`config.mk`:
```
export PLATFORM = sky130hd
export DESIGN_NAME = upf_pin_bank
export DESIGN_NICKNAME = d
export VERILOG_FILES = /design/src/upf_pkg.sv /design/src/upf_pin_bank.sv
export SDC_FILE = /design/constraint.sdc
export NUM_CORES = 1
export LEC_CHECK = 0
export BUFFER_PORTS_ARGS = -buffer_cell sky130_fd_sc_hd__buf_2
export CORE_MARGIN = 4
export CORE_UTILIZATION = 59
export DETAILED_ROUTE_END_ITERATION = 7
export PLACE_DENSITY = 0.94
export SLEW_MARGIN = 20
export SYNTH_ARGS = -nofsm -noshare
export SYNTH_HDL_FRONTEND = slang
export SYNTH_SLANG_ARGS = --single-unit
```
`constraint.sdc`:
```
create_clock -name clk -period 5.5 [get_ports clk]
set_clock_uncertainty 0.1 [all_clocks]
set_input_delay 0.275 -clock clk [delete_from_list [all_inputs] [get_ports clk]]
set_output_delay 0.275 -clock clk [all_outputs]
set_load 0.005 [all_outputs]
```
`src/upf_pkg.sv`:
```
// constants and types for the pin function and bank select block
// assumes one 20 MHz system clock shared with the host port and the timing unit
package upf_pkg;

	// ----------------------------------------------------------------
	// bus shape and bank codes
	// ----------------------------------------------------------------
	localparam int        ADDR_W      = 3;
	localparam int        DATA_W      = 8;
	localparam logic [1:0] BANK_LEGACY = 2'h0;
	localparam logic [1:0] BANK_WORK   = 2'h1;
	localparam logic [1:0] BANK_GCFG   = 2'h2;
	localparam logic [1:0] BANK_MCFG   = 2'h3;
	localparam int        BANK_LSB    = 5;

	// ----------------------------------------------------------------
	// register indices {bank, address}
	// ----------------------------------------------------------------
	localparam logic [2:0] ADDR_BANK   = 3'h2;
	localparam logic [4:0] REG_GEN_EN  = 5'h01;
	localparam logic [4:0] REG_MCTL    = 5'h04;
	localparam logic [4:0] REG_MSTAT   = 5'h06;
	localparam logic [4:0] REG_TXMODE  = 5'h08;
	localparam logic [4:0] REG_THRESH  = 5'h09;
	localparam logic [4:0] REG_BLKSTAT = 5'h0B;
	localparam logic [4:0] REG_RX_EN   = 5'h10;
	localparam logic [4:0] REG_TMR_EN  = 5'h11;
	localparam logic [4:0] REG_PINMODE = 5'h18;
	localparam logic [4:0] REG_MDM_EN  = 5'h19;
	localparam logic [4:0] REG_STRAP   = 5'h1B;

	// ----------------------------------------------------------------
	// field positions
	// ----------------------------------------------------------------
	localparam int MC_DTR     = 0;
	localparam int MC_RTS     = 1;
	localparam int MC_SPARE_OUT_ZERO    = 2;
	localparam int MC_SPARE_OUT_ONE    = 3;
	localparam int MC_SPARE_OUT_TWO    = 4;
	localparam int PM_SCLK_RX = 0;
	localparam int PM_DSR_LSB = 1;
	localparam int PM_DCD_LSB = 3;
	localparam int PM_DTR     = 5;
	localparam int PM_SCLK_TX = 6;
	localparam int THR_RX_LSB = 0;
	localparam int THR_TX_LSB = 4;
	localparam logic [1:0] FN_MODEM  = 2'h0;
	localparam logic [1:0] FN_TIMING = 2'h1;
	localparam logic [1:0] FN_GPOUT  = 2'h2;

	// synchronised pin inputs
	localparam int IN_RXD = 0;
	localparam int IN_RI  = 1;
	localparam int IN_DSR = 2;
	localparam int IN_RTS = 3;
	localparam int IN_CTS = 4;
	localparam int IN_DCD = 5;
	localparam int IN_DTR = 6;
	localparam int N_IN   = 7;

	// ----------------------------------------------------------------
	// reset values and timing
	// ----------------------------------------------------------------
	localparam logic [6:0] RX_EN_RST  = 7'h0F;
	localparam logic [1:0] TMR_EN_RST = 2'h0;
	localparam logic [3:0] MDM_EN_RST = 4'hF;
	localparam logic [2:0] RX_THR_RST = 3'h1;
	localparam logic [2:0] TX_THR_RST = 3'h0;
	localparam logic [1:0] STRAP_WAIT = 2'h3;

	// ----------------------------------------------------------------
	// carriers
	// ----------------------------------------------------------------
	typedef struct packed {
		logic              cs_n;
		logic              wr;
		logic              rd;
		logic [ADDR_W-1:0] addr;
		logic [DATA_W-1:0] wdata;
	} upf_host_req_t;

	typedef struct packed {
		logic o;
		logic oe;
	} upf_pin_t;

	typedef struct packed {
		logic [N_IN-1:0] meta;
		logic [N_IN-1:0] pins;
		logic [1:0]      strap_cnt;
		logic            strap_done;
		logic            crystal_mode;
		logic            div2_off;
		logic [1:0]      bank;
		logic [5:0]      gen_en;
		logic [4:0]      mctl;
		logic            auto_tx;
		logic [2:0]      rx_thr;
		logic [2:0]      tx_thr;
		logic [6:0]      rx_en;
		logic [1:0]      tmr_en;
		logic [3:0]      mdm_en;
		logic [7:0]      pin_mode;
		logic [7:0]      rdata;
		logic            rdata_oe;
		logic            irq;
		logic            echo;
		logic            txd;
		logic            tx_enable;
		logic            rx_sclk;
		logic            tx_sclk;
		upf_pin_t        dtr;
		upf_pin_t        dsr;
		upf_pin_t        rts;
		upf_pin_t        dcd;
		upf_pin_t        x2;
	} upf_state_t;

	localparam upf_state_t ST_RESET = '{
		meta:   7'h7F,
		pins:   7'h7F,
		rx_en:  RX_EN_RST,
		tmr_en: TMR_EN_RST,
		mdm_en: MDM_EN_RST,
		rx_thr: RX_THR_RST,
		tx_thr: TX_THR_RST,
		txd:    1'b1,
		dtr:    2'h2,
		dsr:    2'h2,
		rts:    2'h2,
		dcd:    2'h2,
		x2:     2'h2,
		default: '0
	};

endpackage

```
`src/upf_pin_bank.sv`:
```
// pin personality selection and register bank decode for the serial controller
// assumes host strobes, timing unit and serial machines run on clk; pins are asynchronous
//
// What this block does
// (RULE_01) transmit pin carries the tx machine bit stream, least significant bit first
// (RULE_02) receive pin is synchronised and handed on in arrival order, lsb first
// (RULE_03) ring pin reads as active-low input or feeds rx/tx serial clocks
// (RULE_04) terminal-ready in gen B role outputs timer pulse or generator clock
// (RULE_05) terminal-ready in modem role is an active-low cpu output
// (RULE_06) set-ready pin: active-low input, generator A output, or cpu output
// (RULE_07) request-to-send is cpu output; in auto mode it also follows pending data
// (RULE_08) request-to-send is an input through reset and picks the clock mode
// (RULE_09) clear-to-send gates transmission in auto mode, else a plain input
// (RULE_10) carrier-detect pin: active-low input, system clock echo, or cpu output; the echo here is the system clock halved
// (RULE_11) six blocks other than the bus unit raise block interrupt requests
// (RULE_12) rx machine, timer and modem have maskable second-level sources
// (RULE_13) each fifo has its own threshold that raises a request
// (RULE_14) clock from crystal or external clock; two rate generators supported
// (RULE_15) host port: 8-bit data, 3-bit address, read, write, select, interrupt
// (RULE_16) register chosen by three address lines plus bank pointer
// (RULE_17) four banks, only the selected bank is reachable
// (RULE_18) two bank bits: 0 legacy, 1 work, 2 config, 3 modem config
// (RULE_19) bank pointer selects legacy bank at power-up
// (RULE_20) wake-up mode: legacy bank visible, other registers at legacy defaults
// (RULE_21) reset returns the block to wake-up mode
// (RULE_22) request-to-send pulled high in reset; low strap selects crystal
// (RULE_23) far end may strap terminal-ready low, never both straps
// (RULE_24) second oscillator pin is cpu output only with external clock
// (RULE_25) multifunction pins drive only when an output function is chosen
// (RULE_26) pins default to modem roles, second oscillator pin to cpu output
module upf_pin_bank
	import upf_pkg::*;
(
	// clock and reset
	input  wire logic                clk,
	input  wire logic                resetn,
	// host port
	input  wire upf_host_req_t       host,
	output logic [DATA_W-1:0]        rdata,
	output logic                     rdata_oe,
	output logic                     irq,
	// block sources
	input  wire logic [2:0]          rx_fifo_level,
	input  wire logic [2:0]          tx_fifo_level,
	input  wire logic [6:0]          rx_src,
	input  wire logic                tx_mach_req,
	input  wire logic [1:0]          tmr_src,
	input  wire logic [3:0]          mdm_src,
	// timing unit
	input  wire logic                gen_a_timer_mode,
	input  wire logic                gen_a_clk,
	input  wire logic                gen_a_expired,
	input  wire logic                gen_b_timer_mode,
	input  wire logic                gen_b_clk,
	input  wire logic                gen_b_expired,
	output logic                     crystal_mode,
	output logic                     div2_off,
	output logic                     rx_sclk,
	output logic                     tx_sclk,
	// serial machines
	input  wire logic                tx_bit,
	input  wire logic                tx_pending,
	output logic                     rx_bit,
	output logic                     tx_enable,
	// pins
	output logic                     txd,
	input  wire logic                rxd,
	input  wire logic                bell_alert_in_n,
	input  wire logic                cts_n,
	input  wire logic                dtr_in,
	output upf_pin_t                 dtr_pin,
	input  wire logic                dsr_in,
	output upf_pin_t                 dsr_pin,
	input  wire logic                rts_in,
	output upf_pin_t                 rts_pin,
	input  wire logic                carrier_detect_in,
	output upf_pin_t                 dcd_pin,
	output upf_pin_t                 crystal_drive_out
);

	// ----------------------------------------------------------------
	// reset release
	// ----------------------------------------------------------------
	logic [1:0] rst_sync_reg;
	logic       rst_n;

	always_ff @(posedge clk or negedge resetn)
	begin
		if (!resetn)
			rst_sync_reg <= 2'h0;
		else
			rst_sync_reg <= {rst_sync_reg[0], 1'b1};
	end

	assign rst_n = rst_sync_reg[1];

	// ----------------------------------------------------------------
	// helpers
	// ----------------------------------------------------------------
	function automatic logic any_on(input logic [7:0] src, input logic [7:0] en);
		return |(src & en);
	endfunction

	function automatic logic [2:0] first_set(input logic [5:0] v);
		logic [2:0] code;
		code = 3'h0;
		for (int i = 5; i >= 0; i--)
		begin
			if (v[i])
				code = 3'(i);
		end
		return code;
	endfunction

	function automatic logic pick_gen(input logic timer, input logic pulse, input logic gclk);
		return timer ? pulse : gclk;
	endfunction

	// ----------------------------------------------------------------
	// state
	// ----------------------------------------------------------------
	upf_state_t      st_reg;
	upf_state_t      st_next;
	logic [N_IN-1:0] pin_raw;
	logic [5:0]      blk_req;
	logic [5:0]      masked;
	logic [4:0]      idx;
	logic            sel_w;
	logic            sel_r;
	logic [1:0]      dsr_fn;
	logic [1:0]      dcd_fn;

	assign pin_raw[IN_RXD] = rxd;
	assign pin_raw[IN_RI]  = bell_alert_in_n;
	assign pin_raw[IN_DSR] = dsr_in;
	assign pin_raw[IN_RTS] = rts_in;
	assign pin_raw[IN_CTS] = cts_n;
	assign pin_raw[IN_DCD] = carrier_detect_in;
	assign pin_raw[IN_DTR] = dtr_in;

	assign idx    = {st_reg.bank, host.addr}; // RULE_16
	assign sel_w  = !host.cs_n && host.wr; // RULE_15
	assign sel_r  = !host.cs_n && host.rd;
	assign dsr_fn = st_reg.pin_mode[PM_DSR_LSB +: 2];
	assign dcd_fn = st_reg.pin_mode[PM_DCD_LSB +: 2];

	// ----------------------------------------------------------------
	// block requests
	// ----------------------------------------------------------------
	// index order: rx fifo, tx fifo, rx machine, tx machine, timer, modem
	assign blk_req[0] = rx_fifo_level >= st_reg.rx_thr; // RULE_13
	assign blk_req[1] = tx_fifo_level <= st_reg.tx_thr; // RULE_13
	assign blk_req[2] = any_on({1'b0, rx_src}, {1'b0, st_reg.rx_en}); // RULE_12
	assign blk_req[3] = tx_mach_req; // RULE_11
	assign blk_req[4] = any_on({6'h00, tmr_src}, {6'h00, st_reg.tmr_en}); // RULE_12
	assign blk_req[5] = any_on({4'h0, mdm_src}, {4'h0, st_reg.mdm_en}); // RULE_12
	assign masked     = blk_req & st_reg.gen_en; // RULE_11

	// ----------------------------------------------------------------
	// next state
	// ----------------------------------------------------------------
	always_comb
	begin
		st_next = st_reg;
		// first stage feeds only the second stage
		st_next.meta = pin_raw;
		st_next.pins = st_reg.meta;

		// straps are read once the synchronised pins have settled after release
		if (!st_reg.strap_done)
		begin
			if (st_reg.strap_cnt == STRAP_WAIT)
			begin
				st_next.strap_done   = 1'b1;
				st_next.crystal_mode = !st_reg.pins[IN_RTS]; // RULE_08 RULE_22 RULE_14
				st_next.div2_off     = !st_reg.pins[IN_DTR]; // RULE_23
			end
			else
			begin
				st_next.strap_cnt = st_reg.strap_cnt + 2'h1;
			end
		end

		// register writes
		if (sel_w)
		begin
			if (host.addr == ADDR_BANK)
			begin
				st_next.bank = host.wdata[BANK_LSB +: 2]; // RULE_18
			end
			else
			begin
				case (idx) // RULE_17
					REG_GEN_EN:  st_next.gen_en   = host.wdata[5:0];
					REG_MCTL:    st_next.mctl     = host.wdata[4:0];
					REG_TXMODE:  st_next.auto_tx  = host.wdata[0];
					REG_THRESH:
					begin
						st_next.rx_thr = host.wdata[THR_RX_LSB +: 3];
						st_next.tx_thr = host.wdata[THR_TX_LSB +: 3];
					end
					REG_RX_EN:   st_next.rx_en    = host.wdata[6:0];
					REG_TMR_EN:  st_next.tmr_en   = host.wdata[1:0];
					REG_PINMODE: st_next.pin_mode = host.wdata;
					REG_MDM_EN:  st_next.mdm_en   = host.wdata[3:0];
					default:     st_next.mctl     = st_reg.mctl;
				endcase
			end
		end

		// register reads, data stands one cycle only
		st_next.rdata_oe = sel_r;
		st_next.rdata    = 8'h00;
		if (sel_r)
		begin
			if (host.addr == ADDR_BANK)
			begin
				st_next.rdata = {1'b0, st_reg.bank, 1'b0, first_set(masked), !(|masked)};
			end
			else
			begin
				case (idx) // RULE_17 RULE_20
					REG_GEN_EN:  st_next.rdata = {2'h0, st_reg.gen_en};
					REG_MCTL:    st_next.rdata = {3'h0, st_reg.mctl};
					REG_MSTAT:
					begin
						// inputs are active low, reported as asserted-high
						st_next.rdata = {4'h0, !st_reg.pins[IN_DCD], !st_reg.pins[IN_RI],
							!st_reg.pins[IN_DSR], !st_reg.pins[IN_CTS]}; // RULE_03 RULE_06 RULE_09 RULE_10
					end
					REG_TXMODE:  st_next.rdata = {7'h00, st_reg.auto_tx};
					REG_THRESH:  st_next.rdata = {1'b0, st_reg.tx_thr, 1'b0, st_reg.rx_thr};
					REG_BLKSTAT: st_next.rdata = {2'h0, blk_req};
					REG_RX_EN:   st_next.rdata = {1'b0, st_reg.rx_en};
					REG_TMR_EN:  st_next.rdata = {6'h00, st_reg.tmr_en};
					REG_PINMODE: st_next.rdata = st_reg.pin_mode;
					REG_MDM_EN:  st_next.rdata = {4'h0, st_reg.mdm_en};
					REG_STRAP:   st_next.rdata = {6'h00, st_reg.div2_off, st_reg.crystal_mode};
					default:     st_next.rdata = 8'h00;
				endcase
			end
		end

		st_next.irq = |masked; // RULE_11

		// serial data path
		st_next.txd    = tx_bit; // RULE_01
		st_next.echo   = !st_reg.echo;
		st_next.rx_sclk = st_reg.pin_mode[PM_SCLK_RX] & st_reg.pins[IN_RI]; // RULE_03
		st_next.tx_sclk = st_reg.pin_mode[PM_SCLK_TX] & st_reg.pins[IN_RI]; // RULE_03
		st_next.tx_enable = !st_reg.auto_tx || !st_reg.pins[IN_CTS]; // RULE_09

		// terminal-ready: both roles drive, but not before the strap is taken
		st_next.dtr.oe = st_reg.strap_done; // RULE_25
		if (st_reg.pin_mode[PM_DTR])
			st_next.dtr.o = pick_gen(gen_b_timer_mode, gen_b_expired, gen_b_clk); // RULE_04
		else
			st_next.dtr.o = !st_reg.mctl[MC_DTR]; // RULE_05

		// request-to-send stays released until the clock strap has been read
		st_next.rts.oe = st_reg.strap_done; // RULE_08
		st_next.rts.o  = !(st_reg.mctl[MC_RTS] || (st_reg.auto_tx && tx_pending)); // RULE_07

		// set-ready
		case (dsr_fn) // RULE_06 RULE_25
			FN_TIMING:
			begin
				st_next.dsr.oe = 1'b1;
				st_next.dsr.o  = pick_gen(gen_a_timer_mode, gen_a_expired, gen_a_clk);
			end
			FN_GPOUT:
			begin
				st_next.dsr.oe = 1'b1;
				st_next.dsr.o  = !st_reg.mctl[MC_SPARE_OUT_ZERO];
			end
			default:
			begin
				st_next.dsr.oe = 1'b0;
				st_next.dsr.o  = 1'b1;
			end
		endcase

		// carrier-detect; the echo is the system clock halved, the best a flop can give
		case (dcd_fn) // RULE_10 RULE_25
			FN_TIMING:
			begin
				st_next.dcd.oe = 1'b1;
				st_next.dcd.o  = !st_reg.echo;
			end
			FN_GPOUT:
			begin
				st_next.dcd.oe = 1'b1;
				st_next.dcd.o  = !st_reg.mctl[MC_SPARE_OUT_ONE];
			end
			default:
			begin
				st_next.dcd.oe = 1'b0;
				st_next.dcd.o  = 1'b1;
			end
		endcase

		// with a crystal the pin belongs to the oscillator pad
		st_next.x2.oe = st_reg.strap_done && !st_reg.crystal_mode; // RULE_24
		st_next.x2.o  = !st_reg.mctl[MC_SPARE_OUT_TWO];
	end

	// ----------------------------------------------------------------
	// state register
	// ----------------------------------------------------------------
	always_ff @(posedge clk or negedge rst_n)
	begin
		if (!rst_n)
			st_reg <= ST_RESET; // RULE_19 RULE_20 RULE_21 RULE_26
		else
			st_reg <= st_next;
	end

	// ----------------------------------------------------------------
	// outputs
	// ----------------------------------------------------------------
	assign rdata             = st_reg.rdata;
	assign rdata_oe          = st_reg.rdata_oe;
	assign irq               = st_reg.irq;
	assign crystal_mode      = st_reg.crystal_mode;
	assign div2_off          = st_reg.div2_off;
	assign rx_sclk           = st_reg.rx_sclk;
	assign tx_sclk           = st_reg.tx_sclk;
	assign rx_bit            = st_reg.pins[IN_RXD]; // RULE_02
	assign tx_enable         = st_reg.tx_enable;
	assign txd               = st_reg.txd;
	assign dtr_pin           = st_reg.dtr;
	assign dsr_pin           = st_reg.dsr;
	assign rts_pin           = st_reg.rts;
	assign dcd_pin           = st_reg.dcd;
	assign crystal_drive_out = st_reg.x2;
endmodule

```
Yosys cells after proc, flatten, opt, wreduce, memory -nomap -nowiden
Index checks and enable logic that the tools add are counted.

Div/mod/pow operators: 0. Add/subtract/negate cells: 1. Bitwise operators: 9. Shifts and indexed selects: 0. Order comparisons: 2. Equal/unequal tests: 17. $mul: 0. Reduce and logical (&&, ||, !) cells: 37. Multiplexer cells: 16.

Operators with widths (number): $pmux 8 s11 (1); $eq 5x5->1 const B (5); $mux 3 (8); $reduce_and 3->1 (8); $reduce_or 8->1 (3); $logic_not 1->1 (16); $mux 8 (2); $eq 5x4->1 const B (3); $eq 5x3->1 const B (2); $pmux 2 s2 (2); $and 7x7->7 (1); $and 6x6->6 (1); $eq 2x2->1 const B (3); $reduce_and 2->1 (3); $reduce_or 6->1 (1); $eq 5x1->1 const B (1); $and 4x4->4 (1); $eq 2x1->1 const B (2); $logic_and 1x1->1 (4); $eq 3x2->1 const B (1); $ge 3x3->1 (1); $le 3x3->1 (1); $mux 1 (3); $not 1->1 (3); other kinds (4) (6).

Memories kept: 0. Register bits after elaboration: 86. Bits of input ports: 51. Memory bits (read-only): 0. Latch bits: 0. Memory bits (writable): 0. Logic and storage cells: 116. Output and inout bits: 27.

Logic depth before layout (Yosys ltp)
Depth in word-level cells: 11. Depth in mapped cells: 8. Gate-level depth less buffers: 7.

Worst setup path before layout
No wires, ideal clock.

Path kind: register to register. Start: reg st_reg (netlist bit idx[4]). End: reg st_reg (netlist bit rdata[1]). Setup time: 0.094 ns. Data required time: 5.306 ns. Path slack: 3.585 ns. Data arrival time: 1.721 ns. Buffers on the path: 1. Period minus slack after synthesis: 1.915 ns. Stages on the path, launching flop included: 7. Cells stage by stage: dfrtp_1 -> buf_6 -> or4b_4 -> or2_4 -> o32ai_1 -> a2111oi_1 -> a221oi_2.

RTL lines: from (decl) (RTL line upf_pin_bank.sv:122) `upf_state_t st_reg;`; from (signal assigned) (RTL line upf_pin_bank.sv:315) `st_reg <= st_next;`.

Final worst setup path
Start: reg st_reg (netlist bit idx[4]). End: reg st_reg[43] (netlist name).

Longest elaborated chain between the ends: 2.

Ends and longest elaborated chain: $eq 5x5->1 (RTL line upf_pin_bank.sv:193) `case (idx)`; $reduce_and 3->1 (no source line).

Every way passes these cells. A chain may end at the register's enable or synchronous reset.

==> results.md <==
- Final hold vios: 0
- Grt ovf: 0
- Most used flip-flop cell after synthesis: dfrtp_1
- Mapped cell area: about 4000 um2
- CP bufs+invs: 0
- Setup Crit Path Kind: flip-flop to flip-flop
- Die Footprint: 8210 um2
- Core ar.: 6490 um2
- Top-area cell type share of the netlist area: 35.4%
- IR drop worst, VDD: 306 uV
- Cell row count: 29
- WL final: 10,200 um
- Hold crit path type: primary input to flip-flop
- Switching power share of the total: 27.8%
- Post-CTS Setup Bufs: 0
- CP Cell Sequence: nor2b_1 > and2_0 > and2_1 > mux2_2
- DP HPWL: 7360 um
- DR pass1 iterations: 6
- CTS buffer count: 9
- Slowest stage cell on the critical path: dfrtp_1
- P_int: 1.19 mW
- DRC: 0
- Most frequent cell after synthesis: dfrtp_1
- Vias/cell: 6.02
- Critical path peak fanout: 19
- First-pass GRT wire length: 16,600 um
- Synth warn: 0
- DP Area: 4320 um2
- Initial drt markers: 236
- Layout area overhead: 16.8%
- Synth area leader: dfrtp_1
- RSZ-0062 raised after global routing: no
- Vias: 2,985
- Register area share after synthesis: 54.3%
- CTS max path bufs: 2
- Pre-CTS WS: 3.15 ns
- Worst setup SP type: flip-flop
- Leakage: 2.18 nW
- Die height: 90.6 um
- Combinational power share: 16.5%
- Port bufs: 77
- CP peak stage delay: between 0.7 and 0.8 ns
- Syn Area/Cell: 11.7 um2
- WL/cell: ~21 um
- Outcome: completed
- Worst Tran Pin Value: 0.804 ns
- Top cells by area, synth: dfrtp_1 35%, dfstp_2 19%, mux2_2 11%
- Synthesized flop and latch total: 86
- Fillcell total: 461
- Tot GR Track Use: 26.4%
- Clock sinks: 86
- Sequential Area: approximately 2200 um2
- Final ANT Viol Nets: 0
- WHS: 0.0536 ns
- Clock transition at the registers of the reported paths: 0.09 ns
- Design area: approximately 4700 um2
- Net Count, Synth: 405
- CTS tree: yes
- Psw: 0.458 mW
- EDFF count, synth: 0
- Die W: 90.6 um
- Nets: 476
- CP top delay family: simple AND/OR/NAND/NOR gates
- Final Power: 1.65 mW
- CTS Root Buffer Type: clkbuf_8
- Initial antenna violation count: 0
- Synth cell count leaders: 57 x dfrtp_1, 40 x mux2_2, 29 x dfstp_2, 27 x nand2_1, 21 x inv_1
- Clock latency on the worst-skew pair: 0.36 ns
- Share of cells above drive strength 1: around 41%
- Number of max-cap violations: 0
- Max Fclk: 410 MHz
- Ys async rst share: 100%
- Sequential share of power: 49.7%
- Final worst path period share: between 40 and 50%
- PwrDens: 350 nW/um2
- H-tree depth: 3
- Syn Inst Count: around 340
- Worst EP required: 5.64 ns
- Max reg flops: 44
- Crit path DAT: 2.59 ns
- Final worst slack: around 3.1 ns
- Slew Viols, Final: 0
- Initial Utilization: slightly above 60%
- Multi-input gate area: 1560 um2
- Slew margin rel.: 45.8%
- Pin count of the biggest net entering global routing: 85
- # resized after CTS: 0
- Worst Setup End Kind: flip-flop
- R2R Setup Slk: 3.06 ns
- Post-layout min period: 2.44 ns
- Vias in the first global route: 3,118
- RePlAce Congestion: 0.947
- Inserted Diodes: 0
- # setup viols final: 0
- Hold_buf cts: 10
- Yosys cell types: 54
- Number of I/O pins: 78
- Clock power frac: between 30 and 40%
- TNS Setup: 0 ns
[metal layers]
layer  GRT usage (%)  vias up  part of all wire [%]
met5               0        -                     0
met4            11.2        0                   2.1
met3            5.83       23                   8.7
met2            43.2      177                    49
met1            33.9     1446                    40
li1                -     1339                     -
[metrics by stage]
step           std cells  utilization [%]
5_1_grt              496             72.4
2_1_floorplan        343                -
3_3_place_gp         469             66.5
4_1_cts              495             72.0
3_5_place_dp         469             66.5
6_report             496             72.4
[power by group through the flow]
stage / Clock [mW] / Combinational (mW) / Sequential, mW
3_5_place_dp: 0 / 0.251 / 0.833
2_1_floorplan: 0 / 0.203 / 0.793
3_3_place_gp: 0 / 0.242 / 0.831
4_1_cts: 0.562 / 0.259 / 0.822
6_report: 0.557 / 0.271 / 0.817
5_1_grt: 0.594 / 0.300 / 0.827
[logic make-up after synthesis]
group,Yosys count,synth area share [%]
buffers and inverters,50,6.90
AO/OA/AOI/OAI,66,11.7
multiplexers,43,11.9
adder cells (fa/ha/maj),11,3.42
other,1,0.0931
AND/OR/NAND/NOR,85,11.4
XOR/XNOR,1,0.217
flip-flops,86,54.3
[final timing paths]
kind	from	end	depth (start not counted)
worst max-delay path	idx[4]	st_reg[43]	4
worst min-delay path	host[7]	st_reg[32]	2
worst max register to register	idx[4]	st_reg[43]	4
worst min register to register	rst_sync_reg[1]	tx_enable	0
max in group asynchronous	rst_sync_reg[1]	dsr_pin[1]	1
min in group asynchronous	resetn	rst_sync_reg[1]	2
[cell type report]
| cell class | count | share of cell area [%] |
|---|---|---|
| multi-input cells | 207 | 33.2 |
| clock buffers | 10 | 2.93 |
| well taps | 77 | 2.05 |
| flip-flops and latches | 86 | 46.6 |
| repair buffers | 89 | 11.1 |
| clock inverters | 6 | 2.47 |
| inverters | 21 | 1.68 |
[worst register-to-register path, cell delays in order (launching register included)]
cell and delay, ns:
dfrtp_1 0.74, nor2b_1 0.35, and2_0 0.36, and2_1 0.39, mux2_2 0.39
[placed cells by master, fill, tap and decap left out, types with 2 or more instances in the layout]
cell type	Yosys	final
a2111oi_0	2	2
a21oi_1	9	9
a221o_1	2	2
a221oi_1	2	2
a22o_1	5	5
a22oi_1	11	11
a2bb2oi_1	2	2
a31oi_1	4	4
and2_1	9	9
buf_2	6	77
bufinv_16	0	3
clkbuf_8	0	10
dfrtp_1	57	56
dfstp_2	29	29
dlygate4sd3_1	0	10
ha_1	11	11
inv_1	21	21
inv_6	0	2
mux2_2	40	40
mux2i_1	3	3
nand2_1	27	27
nand2b_1	4	4
nand3_1	8	8
nand4_1	3	3
nor2_1	9	9
nor2b_1	7	7
nor3_1	4	4
nor3b_1	2	2
o21a_1	2	2
o21ai_0	16	16
(Power assumes the default switching activity.)
